`src/core/pts_pkg.sv`:
```
package pts_pkg;
   localparam logic [3:0] CMD_IO_RD   = 4'h2;
   localparam logic [3:0] CMD_IO_WR   = 4'h3;
   localparam logic [3:0] CMD_MEM_RD  = 4'h6;
   localparam logic [3:0] CMD_MEM_WR  = 4'h7;
   localparam logic [3:0] CMD_CFG_RD  = 4'hA;
   localparam logic [3:0] CMD_CFG_WR  = 4'hB;
   localparam logic [3:0] CMD_MEM_RM  = 4'hC;
   localparam logic [3:0] CMD_MEM_RL  = 4'hE;
   localparam logic [3:0] CMD_MEM_WI  = 4'hF;
   localparam logic [3:0] BE_NONE     = 4'hF;
   localparam logic [31:0] DATA_ZERO  = 32'h0000_0000;
   // register window: 16 longwords on an 8-byte stride, 128 bytes
   localparam int         WIN_LSB     = 7;
   localparam int         REG_IDX_LSB = 3;
   localparam int         REG_IDX_W   = 4;
   localparam int         REG_CNT     = 16;
   // configuration space: 64 longwords, 256 bytes
   localparam int         CFG_IDX_LSB = 2;
   localparam int         CFG_IDX_W   = 6;
   localparam logic [5:0] CFG_ID      = 6'h00;
   localparam logic [5:0] CFG_CMD     = 6'h01;
   localparam logic [5:0] CFG_IO_BAR  = 6'h04;
   localparam logic [5:0] CFG_MEM_BAR = 6'h05;
   localparam int         CMD_IO_EN   = 0;
   localparam int         CMD_MEM_EN  = 1;
   localparam logic [1:0] CMD_EN_RST  = 2'h0;
   localparam logic [1:0] CFG_TYPE0   = 2'h0;
   localparam logic [31:0] IO_BAR_FLAG = 32'h0000_0001;
   localparam logic [3:0] BUS_MODE_IDX = 4'h0;
   localparam int         MRM_EN_BIT   = 21;
   localparam logic [31:0] REG_RST     = 32'h0000_0000;
   typedef enum logic [2:0] {
      PTS_IDLE, PTS_ADDR, PTS_RD_DEV, PTS_RD_DAT, PTS_WR, PTS_RETRY, PTS_TURN
   } pts_state_t;
endpackage : pts_pkg

```
`src/core/pts_target.sv`:
```
`timescale 1ns/100ps
module pts_target (
   input  wire logic        mclk_i,
   input  wire logic        rst_b_i,
   input  wire logic        frame_l_i,
   input  wire logic        irdy_l_i,
   input  wire logic        idsel_i,
   input  wire logic [31:0] ad_i,
   input  wire logic [3:0]  c_be_l_i,
   output logic [31:0]      ad_o,
   output logic             ad_oe_o,
   output logic             par_o,
   output logic             par_oe_o,
   output logic             devsel_l_o,
   output logic             trdy_l_o,
   output logic             stop_l_o,
   output logic             ctl_oe_o,
   output logic             mrm_en_o
);
   pts_pkg::pts_state_t state, next_state;
   logic [31:0] addr_q,   next_addr_q;
   logic [3:0]  cmd_q,    next_cmd_q;
   logic        cfg_q,    next_cfg_q;
   logic        frame_d,  next_frame_d;
   logic [31:0] next_ad;
   logic        next_ad_oe, next_par, next_par_oe;
   logic        next_devsel_l, next_trdy_l, next_stop_l, next_ctl_oe;
   logic        start, is_io, is_mem, is_cfg, is_wr, hit_now;
   logic        wr_en;
   logic [5:0]  idx;
   logic [31:0] rdata, io_base, mem_base;
   logic        io_en, mem_en, mrm_en;
   logic        done;

   ////////////////////////////////////////////////////////////////////////
   // command decode and claim
   assign start = !frame_l_i && frame_d;
   always_comb begin
      is_io  = 1'b0;
      is_mem = 1'b0;
      is_cfg = 1'b0;
      unique case (c_be_l_i)
         pts_pkg::CMD_IO_RD, pts_pkg::CMD_IO_WR: is_io = 1'b1;
         pts_pkg::CMD_MEM_RD, pts_pkg::CMD_MEM_WR,
         pts_pkg::CMD_MEM_RL: is_mem = 1'b1;
         pts_pkg::CMD_MEM_RM: is_mem = 1'b1;
         pts_pkg::CMD_MEM_WI: is_mem = 1'b1;
         pts_pkg::CMD_CFG_RD, pts_pkg::CMD_CFG_WR: is_cfg = 1'b1;
         default: ;  // ack, special, dual and reserved left unclaimed
      endcase
   end

   // an unprogrammed window is never matched while decode is disabled
   assign hit_now = (is_io && io_en
                     && ad_i[31:pts_pkg::WIN_LSB] == io_base[31:pts_pkg::WIN_LSB])
                 || (is_mem && mem_en
                     && ad_i[31:pts_pkg::WIN_LSB] == mem_base[31:pts_pkg::WIN_LSB])
                 || (is_cfg && idsel_i && ad_i[1:0] == pts_pkg::CFG_TYPE0);

   assign is_wr = cmd_q[0];
   assign done  = !irdy_l_i;
   assign idx   = cfg_q ? addr_q[pts_pkg::CFG_IDX_LSB +: pts_pkg::CFG_IDX_W]
                        : {2'h0, addr_q[pts_pkg::REG_IDX_LSB +: pts_pkg::REG_IDX_W]};
   // lanes are ignored: a write stores the whole longword or nothing
   assign wr_en = (state == pts_pkg::PTS_WR) && done
                  && (c_be_l_i != pts_pkg::BE_NONE);

   pts_reg_store u_store (
      .mclk_i     (mclk_i),
      .rst_b_i    (rst_b_i),
      .cfg_sel_i  (cfg_q),
      .idx_i      (idx),
      .wr_en_i    (wr_en),
      .wdata_i    (ad_i),
      .rdata_o    (rdata),
      .io_base_o  (io_base),
      .mem_base_o (mem_base),
      .io_en_o    (io_en),
      .mem_en_o   (mem_en),
      .mrm_en_o   (mrm_en)
   );

   ////////////////////////////////////////////////////////////////////////
   // target sequencer
   always_comb begin
      next_state    = state;
      next_addr_q   = addr_q;
      next_cmd_q    = cmd_q;
      next_cfg_q    = cfg_q;
      next_frame_d  = frame_l_i;
      next_ad       = ad_o;
      next_ad_oe    = 1'b0;
      next_devsel_l = devsel_l_o;
      next_trdy_l   = trdy_l_o;
      next_stop_l   = stop_l_o;
      next_ctl_oe   = ctl_oe_o;
      next_par      = ^{ad_o, c_be_l_i};
      next_par_oe   = ad_oe_o;
      unique case (state)
         pts_pkg::PTS_IDLE: begin
            next_ctl_oe   = 1'b0;
            next_devsel_l = 1'b1;
            next_trdy_l   = 1'b1;
            next_stop_l   = 1'b1;
            if (start && hit_now) begin
               next_addr_q = ad_i;
               next_cmd_q  = c_be_l_i;
               next_cfg_q  = is_cfg;
               next_state  = pts_pkg::PTS_ADDR;
            end
         end
         pts_pkg::PTS_ADDR: begin
            next_ctl_oe   = 1'b1;
            next_devsel_l = 1'b0;
            if (is_wr) begin
               next_trdy_l = 1'b0;
               next_state  = pts_pkg::PTS_WR;
            end else begin
               next_state  = pts_pkg::PTS_RD_DEV;
            end
         end
         pts_pkg::PTS_RD_DEV: begin
            // lanes are valid once irdy is up; none enabled reads as zero
            next_ad     = (c_be_l_i == pts_pkg::BE_NONE) ? pts_pkg::DATA_ZERO
                                                         : rdata;
            next_ad_oe  = 1'b1;
            next_trdy_l = 1'b0;
            next_state  = pts_pkg::PTS_RD_DAT;
         end
         pts_pkg::PTS_RD_DAT, pts_pkg::PTS_WR: begin
            next_ad_oe = (state == pts_pkg::PTS_RD_DAT);
            if (done) begin
               next_ad_oe  = 1'b0;
               next_trdy_l = 1'b1;
               if (!frame_l_i) begin
                  next_stop_l = 1'b0;
                  next_state  = pts_pkg::PTS_RETRY;
               end else begin
                  next_devsel_l = 1'b1;
                  next_state    = pts_pkg::PTS_TURN;
               end
            end
         end
         pts_pkg::PTS_RETRY: begin
            // stop holds until the host drops frame
            if (frame_l_i) begin
               next_stop_l   = 1'b1;
               next_devsel_l = 1'b1;
               next_state    = pts_pkg::PTS_TURN;
            end
         end
         pts_pkg::PTS_TURN: begin
            // drive the strobes high one cycle before letting them float
            next_ctl_oe = 1'b0;
            next_state  = pts_pkg::PTS_IDLE;
         end
         default: next_state = pts_pkg::PTS_IDLE;
      endcase
   end

   always_ff @(posedge mclk_i) begin
      if (!rst_b_i) begin
         state      <= pts_pkg::PTS_IDLE;
         addr_q     <= pts_pkg::DATA_ZERO;
         cmd_q      <= 4'h0;
         cfg_q      <= 1'b0;
         frame_d    <= 1'b1;
         ad_o       <= pts_pkg::DATA_ZERO;
         ad_oe_o    <= 1'b0;
         par_o      <= 1'b0;
         par_oe_o   <= 1'b0;
         devsel_l_o <= 1'b1;
         trdy_l_o   <= 1'b1;
         stop_l_o   <= 1'b1;
         ctl_oe_o   <= 1'b0;
         mrm_en_o   <= 1'b0;
      end else begin
         state      <= next_state;
         addr_q     <= next_addr_q;
         cmd_q      <= next_cmd_q;
         cfg_q      <= next_cfg_q;
         frame_d    <= next_frame_d;
         ad_o       <= next_ad;
         ad_oe_o    <= next_ad_oe;
         par_o      <= next_par;
         par_oe_o   <= next_par_oe;
         devsel_l_o <= next_devsel_l;
         trdy_l_o   <= next_trdy_l;
         stop_l_o   <= next_stop_l;
         ctl_oe_o   <= next_ctl_oe;
         mrm_en_o   <= mrm_en;
      end
   end
endmodule : pts_target

```
`src/core/pts_reg_store.sv`:
```
`timescale 1ns/100ps
module pts_reg_store #(
   parameter logic [31:0] DEVICE_ID = 32'h0001_0001  // arbitrary value
) (
   input  wire logic        mclk_i,
   input  wire logic        rst_b_i,
   input  wire logic        cfg_sel_i,
   input  wire logic [5:0]  idx_i,
   input  wire logic        wr_en_i,
   input  wire logic [31:0] wdata_i,
   output logic [31:0]      rdata_o,
   output logic [31:0]      io_base_o,
   output logic [31:0]      mem_base_o,
   output logic             io_en_o,
   output logic             mem_en_o,
   output logic             mrm_en_o
);
   logic [31:0] ctl_reg      [pts_pkg::REG_CNT];
   logic [31:0] next_ctl_reg [pts_pkg::REG_CNT];
   logic [1:0]  cmd_en,   next_cmd_en;
   logic [31:0] io_bar,   next_io_bar;
   logic [31:0] mem_bar,  next_mem_bar;
   logic [3:0]  cidx;
   // window low bits read zero, except the io flag in bit 0, so sizing by software sees 128 bytes
   localparam logic [31:0] BAR_MASK = ~((32'h1 << pts_pkg::WIN_LSB) - 32'h1);

   assign cidx = idx_i[pts_pkg::REG_IDX_W-1:0];

   ////////////////////////////////////////////////////////////////////////
   always_comb begin
      next_ctl_reg = ctl_reg;
      next_cmd_en  = cmd_en;
      next_io_bar  = io_bar;
      next_mem_bar = mem_bar;
      if (wr_en_i && !cfg_sel_i) begin
         next_ctl_reg[cidx] = wdata_i;
      end
      if (wr_en_i && cfg_sel_i) begin
         unique case (idx_i)
            pts_pkg::CFG_CMD: begin
               next_cmd_en = {wdata_i[pts_pkg::CMD_MEM_EN], wdata_i[pts_pkg::CMD_IO_EN]};
            end
            pts_pkg::CFG_IO_BAR:  next_io_bar  = wdata_i & BAR_MASK;
            pts_pkg::CFG_MEM_BAR: next_mem_bar = wdata_i & BAR_MASK;
            default: ;
         endcase
      end
   end

   always_ff @(posedge mclk_i) begin
      if (!rst_b_i) begin
         for (int i = 0; i < pts_pkg::REG_CNT; i++) begin
            ctl_reg[i] <= pts_pkg::REG_RST;
         end
         cmd_en  <= pts_pkg::CMD_EN_RST;
         io_bar  <= pts_pkg::REG_RST;
         mem_bar <= pts_pkg::REG_RST;
      end else begin
         ctl_reg <= next_ctl_reg;
         cmd_en  <= next_cmd_en;
         io_bar  <= next_io_bar;
         mem_bar <= next_mem_bar;
      end
   end

   ////////////////////////////////////////////////////////////////////////
   // unimplemented configuration words read as zero
   always_comb begin
      rdata_o = pts_pkg::DATA_ZERO;
      if (!cfg_sel_i) begin
         rdata_o = ctl_reg[cidx];
      end else begin
         unique case (idx_i)
            pts_pkg::CFG_ID:      rdata_o = DEVICE_ID;
            pts_pkg::CFG_CMD:     rdata_o = {30'h0, cmd_en};
            pts_pkg::CFG_IO_BAR:  rdata_o = io_bar | pts_pkg::IO_BAR_FLAG;
            pts_pkg::CFG_MEM_BAR: rdata_o = mem_bar;
            default:              rdata_o = pts_pkg::DATA_ZERO;
         endcase
      end
   end

   assign io_base_o  = io_bar;
   assign mem_base_o = mem_bar;
   assign io_en_o    = cmd_en[pts_pkg::CMD_IO_EN];
   assign mem_en_o   = cmd_en[pts_pkg::CMD_MEM_EN];
   assign mrm_en_o   = ctl_reg[pts_pkg::BUS_MODE_IDX][pts_pkg::MRM_EN_BIT];
endmodule : pts_reg_store

```
`config.mk`:
```
export PLATFORM = sky130hd
export DESIGN_NAME = pts_target
export DESIGN_NICKNAME = d
export VERILOG_FILES = /design/src/core/pts_pkg.sv /design/src/core/pts_target.sv /design/src/core/pts_reg_store.sv
export SDC_FILE = /design/constraint.sdc
export NUM_CORES = 1
export LEC_CHECK = 0
export BUFFER_PORTS_ARGS = -buffer_cell sky130_fd_sc_hd__buf_2
export CAP_MARGIN = 20
export CORE_MARGIN = 2
export CORE_UTILIZATION = 50
export CTS_CLUSTER_DIAMETER = 60
export DETAILED_ROUTE_END_ITERATION = 8
export GPL_TIMING_DRIVEN = 0
export PLACE_DENSITY = 0.66
export SLEW_MARGIN = 20
export SYNTH_ARGS = -nofsm -noshare
export SYNTH_HDL_FRONTEND = slang
export SYNTH_SLANG_ARGS = --single-unit
```
`constraint.sdc`:
```
create_clock -name mclk_i -period 3.45 [get_ports mclk_i]
set_input_delay 0.69 -clock mclk_i [delete_from_list [all_inputs] [get_ports mclk_i]]
set_output_delay 0.69 -clock mclk_i [all_outputs]
set_load 0.01 [all_outputs]
```
==> impl_metrics.ini <==
[outcome]
status = complete, no violations

[clock_tree]
worst_skew_pair.late_latency_ns = 0.61
post_cts.repair.setup_buffers = 0
cts-root-to-sink-buffers = 3
path_clk_slew_ns = 0.05
cts_hold_repair.buffers = 0
post_cts_resized = 2
clock_tree_from_tritoncts = done
cts_max_level = 3
cts.sinks = 616
cts_made_buffers = 70
clock_tree.root_cell = sky130_fd_sc_hd__clkbuf_16

[synthesis]
ys_seq_elements = 616
sequential_area_share_after_synthesis_pct = 42.49
yosys_warnings = 0
synthMuxAreaShare_pct = 16.04
synthesis.area_sq_mm = 0.02902
synth.top_cells.by_area = sky130_fd_sc_hd__dfxtp_1, sky130_fd_sc_hd__nand2_1, sky130_fd_sc_hd__mux4_2
dominant_combinational_cell_family_by_area_after_synthesis = simple AND/OR/NAND/NOR gates
share_of_the_synthesized_netlist_area_taken_by_xor_and_xnor_gates_pct = 2.522
synthArstFlopShare_pct = 0
yosysTopAreaCell = sky130_fd_sc_hd__dfxtp_1
ys.flop_type = sky130_fd_sc_hd__dfxtp_1
synth_simple_gate_area_share_pct = 17.94
synth_fa_ha_area_share_pct = 0.3018
synth_fp_nets = 3156
number_of_enable_flip_flop_cells_after_synthesis = 0
syn_area_per_cell_sq_um = 9.337
synth.top_cell.area_share_pct = 42.49
synth_compound_area_share_pct = 15.46
synth_cell_type_count = 66
synth_cells = 3108
post-synth-top-count-cell = sky130_fd_sc_hd__nand2_1
synthTopCellsByCount = sky130_fd_sc_hd__nand2_1, sky130_fd_sc_hd__dfxtp_1, sky130_fd_sc_hd__a21boi_0

[power]
max-vdd-ir-drop_mv = 0.3924
internal-power_mw = 11.76
sequentialPowerShare_pct = 46.7
p_total_mw = 15.25
switching_part_of_the_total_power_pct = 22.89
p_per_area_mw_per_mm2 = 466.7
total_leakage_power_nw = 11.35
net-switching-power_mw = 3.492
comb_power_share_pct = 3.9
clkPwrFrac_pct = 49.5

[final_layout]
fin_util_pct = 56.76
finalNetCount = 3300
final_cells = 4072
fin_area_sq_mm = 0.03268
post_route_cells_drive_above_1_share_pct = 12.95
areaGrowthSynthToFinish_pct = 12.62
largest_register_ffs = 511

[detailed_routing]
drt-initial-drc-count = 2706
routed_via_density = 6.052
routedWlPerCell_um = 24.66
drt-pass1-iter-count = 6
vias = 24644
finalWirelength_mm = 100.4
drc = 0
detail-route-antenna-nets = 0

[critical_path]
start_of_the_worst_register_to_register_path = cfg_q
worstPathMaxFanout = 10
startpoint = cfg_q
worstPathArrival_ns = 3.89
critPathLaunchType = flop
crit_required_ns = 3.96
worst_setup_path_end_kind = flop
worst-setup-path-type = flop to flop

[timing]
timing.slew.headroom_pct = 29.36
maxSlewViolCount = 0
grt_setup_unrepaired = false
worst_clock_skew_ns = 0.01227
fmaxAchievable_mhz = 295.8
timing.setup.tns_ns = 0
worst_pin_slew_ns = 1.060
final_hold_viol_count = 0
setup_viol_count_final = 0
period_minus_slack_ns = 3.381
finalCritPeriodShare_pct = 98.00

[placement]
buffer_ports.inserted = 72
dp.cells = 3945
place_congestion = 0.9614
hpwl_reported_at_the_end_of_detailed_placement_mm = 75.98
dpl-instance-area_sq_mm = 0.03034

[floorplanning]
floorplan.initialDensity_pct = 50.40
die_w_um = 244.9
design.core.area_sq_mm = 0.05759
die_height_um = 244.9
design.portCount = 81
design.die.area_sq_mm = 0.05998
rows = 88

[global_route]
number_of_global_route_vias_before_repair = 24096
grt_util_all_layers_pct = 33.32
grt_remaining_overflow = 0
largest_net_degree_at_the_start_of_global_routing = 14
initial_antenna_violation_count = 3
wire_length_of_the_first_global_routing_pass_mm = 149.6

[job]
max-cap-violations = 0

[min_path]
timing.hold.worst.class = input port to flop
worst_hold_startpoint = c_be_l_i[0]
## critical path: stages (launching register included)
cell and delay (ns):
sky130_fd_sc_hd__dfxtp_1 0.32, sky130_fd_sc_hd__buf_6 0.16, sky130_fd_sc_hd__mux2i_4 0.51, sky130_fd_sc_hd__buf_4 0.36, sky130_fd_sc_hd__buf_6 0.23, sky130_fd_sc_hd__buf_2 0.48, sky130_fd_sc_hd__mux4_2 0.40, sky130_fd_sc_hd__a222oi_1 0.52
sky130_fd_sc_hd__nand2_1 0.09, sky130_fd_sc_hd__and3_1 0.18
## kinds of logic (layout without fill, tap and decap cells)
logic type,Yosys count,after routing
fa+ha+maj,7,7
mux,311,311
compound gates,608,608
simple gates,1153,1153
xor+xnor,82,82
flops,616,616
buf+inv,331,528
other cells,0,2
## cell type report
class                   instances  area (sq um)
plain buffers                 319          1480
inverters                      12         45.04
repair buffers                 72         360.3
flip-flops and latches        616         12330
multi-input cells            2161         15190
diodes                          2         5.005
well taps                     765         957.2
clock inverters                19         198.9
fillers                      5106         24900
clock buffers                 106          2112
## layer usage
layer	track usage, %	vias up	wire (um)
met1	44.25	12189	41670
li1	-	11022	-
met5	0	-	7
met2	51.60	1160	45110
met4	15.87	2	4900
met3	7.315	271	8743
## placed cells by master, fill, tap and decap left out, types with 5 or more instances in the layout
master	instances
sky130_fd_sc_hd__xnor2_1	68
sky130_fd_sc_hd__a21boi_1	99
sky130_fd_sc_hd__nand4_1	11
sky130_fd_sc_hd__dfxtp_1	616
sky130_fd_sc_hd__and3_1	30
sky130_fd_sc_hd__o21ai_0	38
sky130_fd_sc_hd__nor3_1	5
sky130_fd_sc_hd__buf_2	144
sky130_fd_sc_hd__mux2i_1	187
sky130_fd_sc_hd__nor3_2	5
sky130_fd_sc_hd__a21oi_1	37
sky130_fd_sc_hd__nor2b_1	175
sky130_fd_sc_hd__nand3_1	119
sky130_fd_sc_hd__a221oi_1	25
sky130_fd_sc_hd__ha_1	7
sky130_fd_sc_hd__mux4_2	119
sky130_fd_sc_hd__a222oi_1	23
sky130_fd_sc_hd__nand2_1	761
sky130_fd_sc_hd__buf_6	11
sky130_fd_sc_hd__xor2_1	13
sky130_fd_sc_hd__and2_1	8
sky130_fd_sc_hd__clkbuf_8	14
sky130_fd_sc_hd__buf_4	29
sky130_fd_sc_hd__clkinv_2	10
sky130_fd_sc_hd__clkbuf_1	222
sky130_fd_sc_hd__inv_1	12
sky130_fd_sc_hd__nand2b_1	6
sky130_fd_sc_hd__clkbuf_16	74
sky130_fd_sc_hd__a22oi_1	41
sky130_fd_sc_hd__nor2_1	12
sky130_fd_sc_hd__a21boi_0	308
## stage by stage
stage          hold slack (ns)  setup WS, ns
6_report                0.3679       0.06894
5_1_grt                 0.3593       0.08616
4_1_cts                 0.3454        0.1541
3_5_place_dp            0.4451       -0.1735
3_3_place_gp            0.4362       -0.3711
2_1_floorplan           0.4304         1.081
## power groups by stage
| stage | clock (mW) | sequential (mW) | combinational (mW) |
|---|---|---|---|
| final | 7.55 | 7.12 | 0.587 |
| after global routing | 7.88 | 7.11 | 0.609 |
| after CTS | 7.58 | 7.12 | 0.574 |
| after detailed placement | 0 | 7.27 | 0.572 |
| after global placement | 0 | 7.27 | 0.567 |
| after floorplan | 0 | 7.27 | 0.319 |
## final timing paths
path | to | depth (start not counted) | slack (ns)
setup / recovery | ad_o[8] | 9 | 0.07
hold / removal | cmd_q[0] | 3 | 0.37
setup reg to reg | ad_o[8] | 9 | 0.07
hold reg to reg | u_store.ctl_reg[367] | 2 | 0.45
Note: power is estimated with default switching activity, not from simulation.
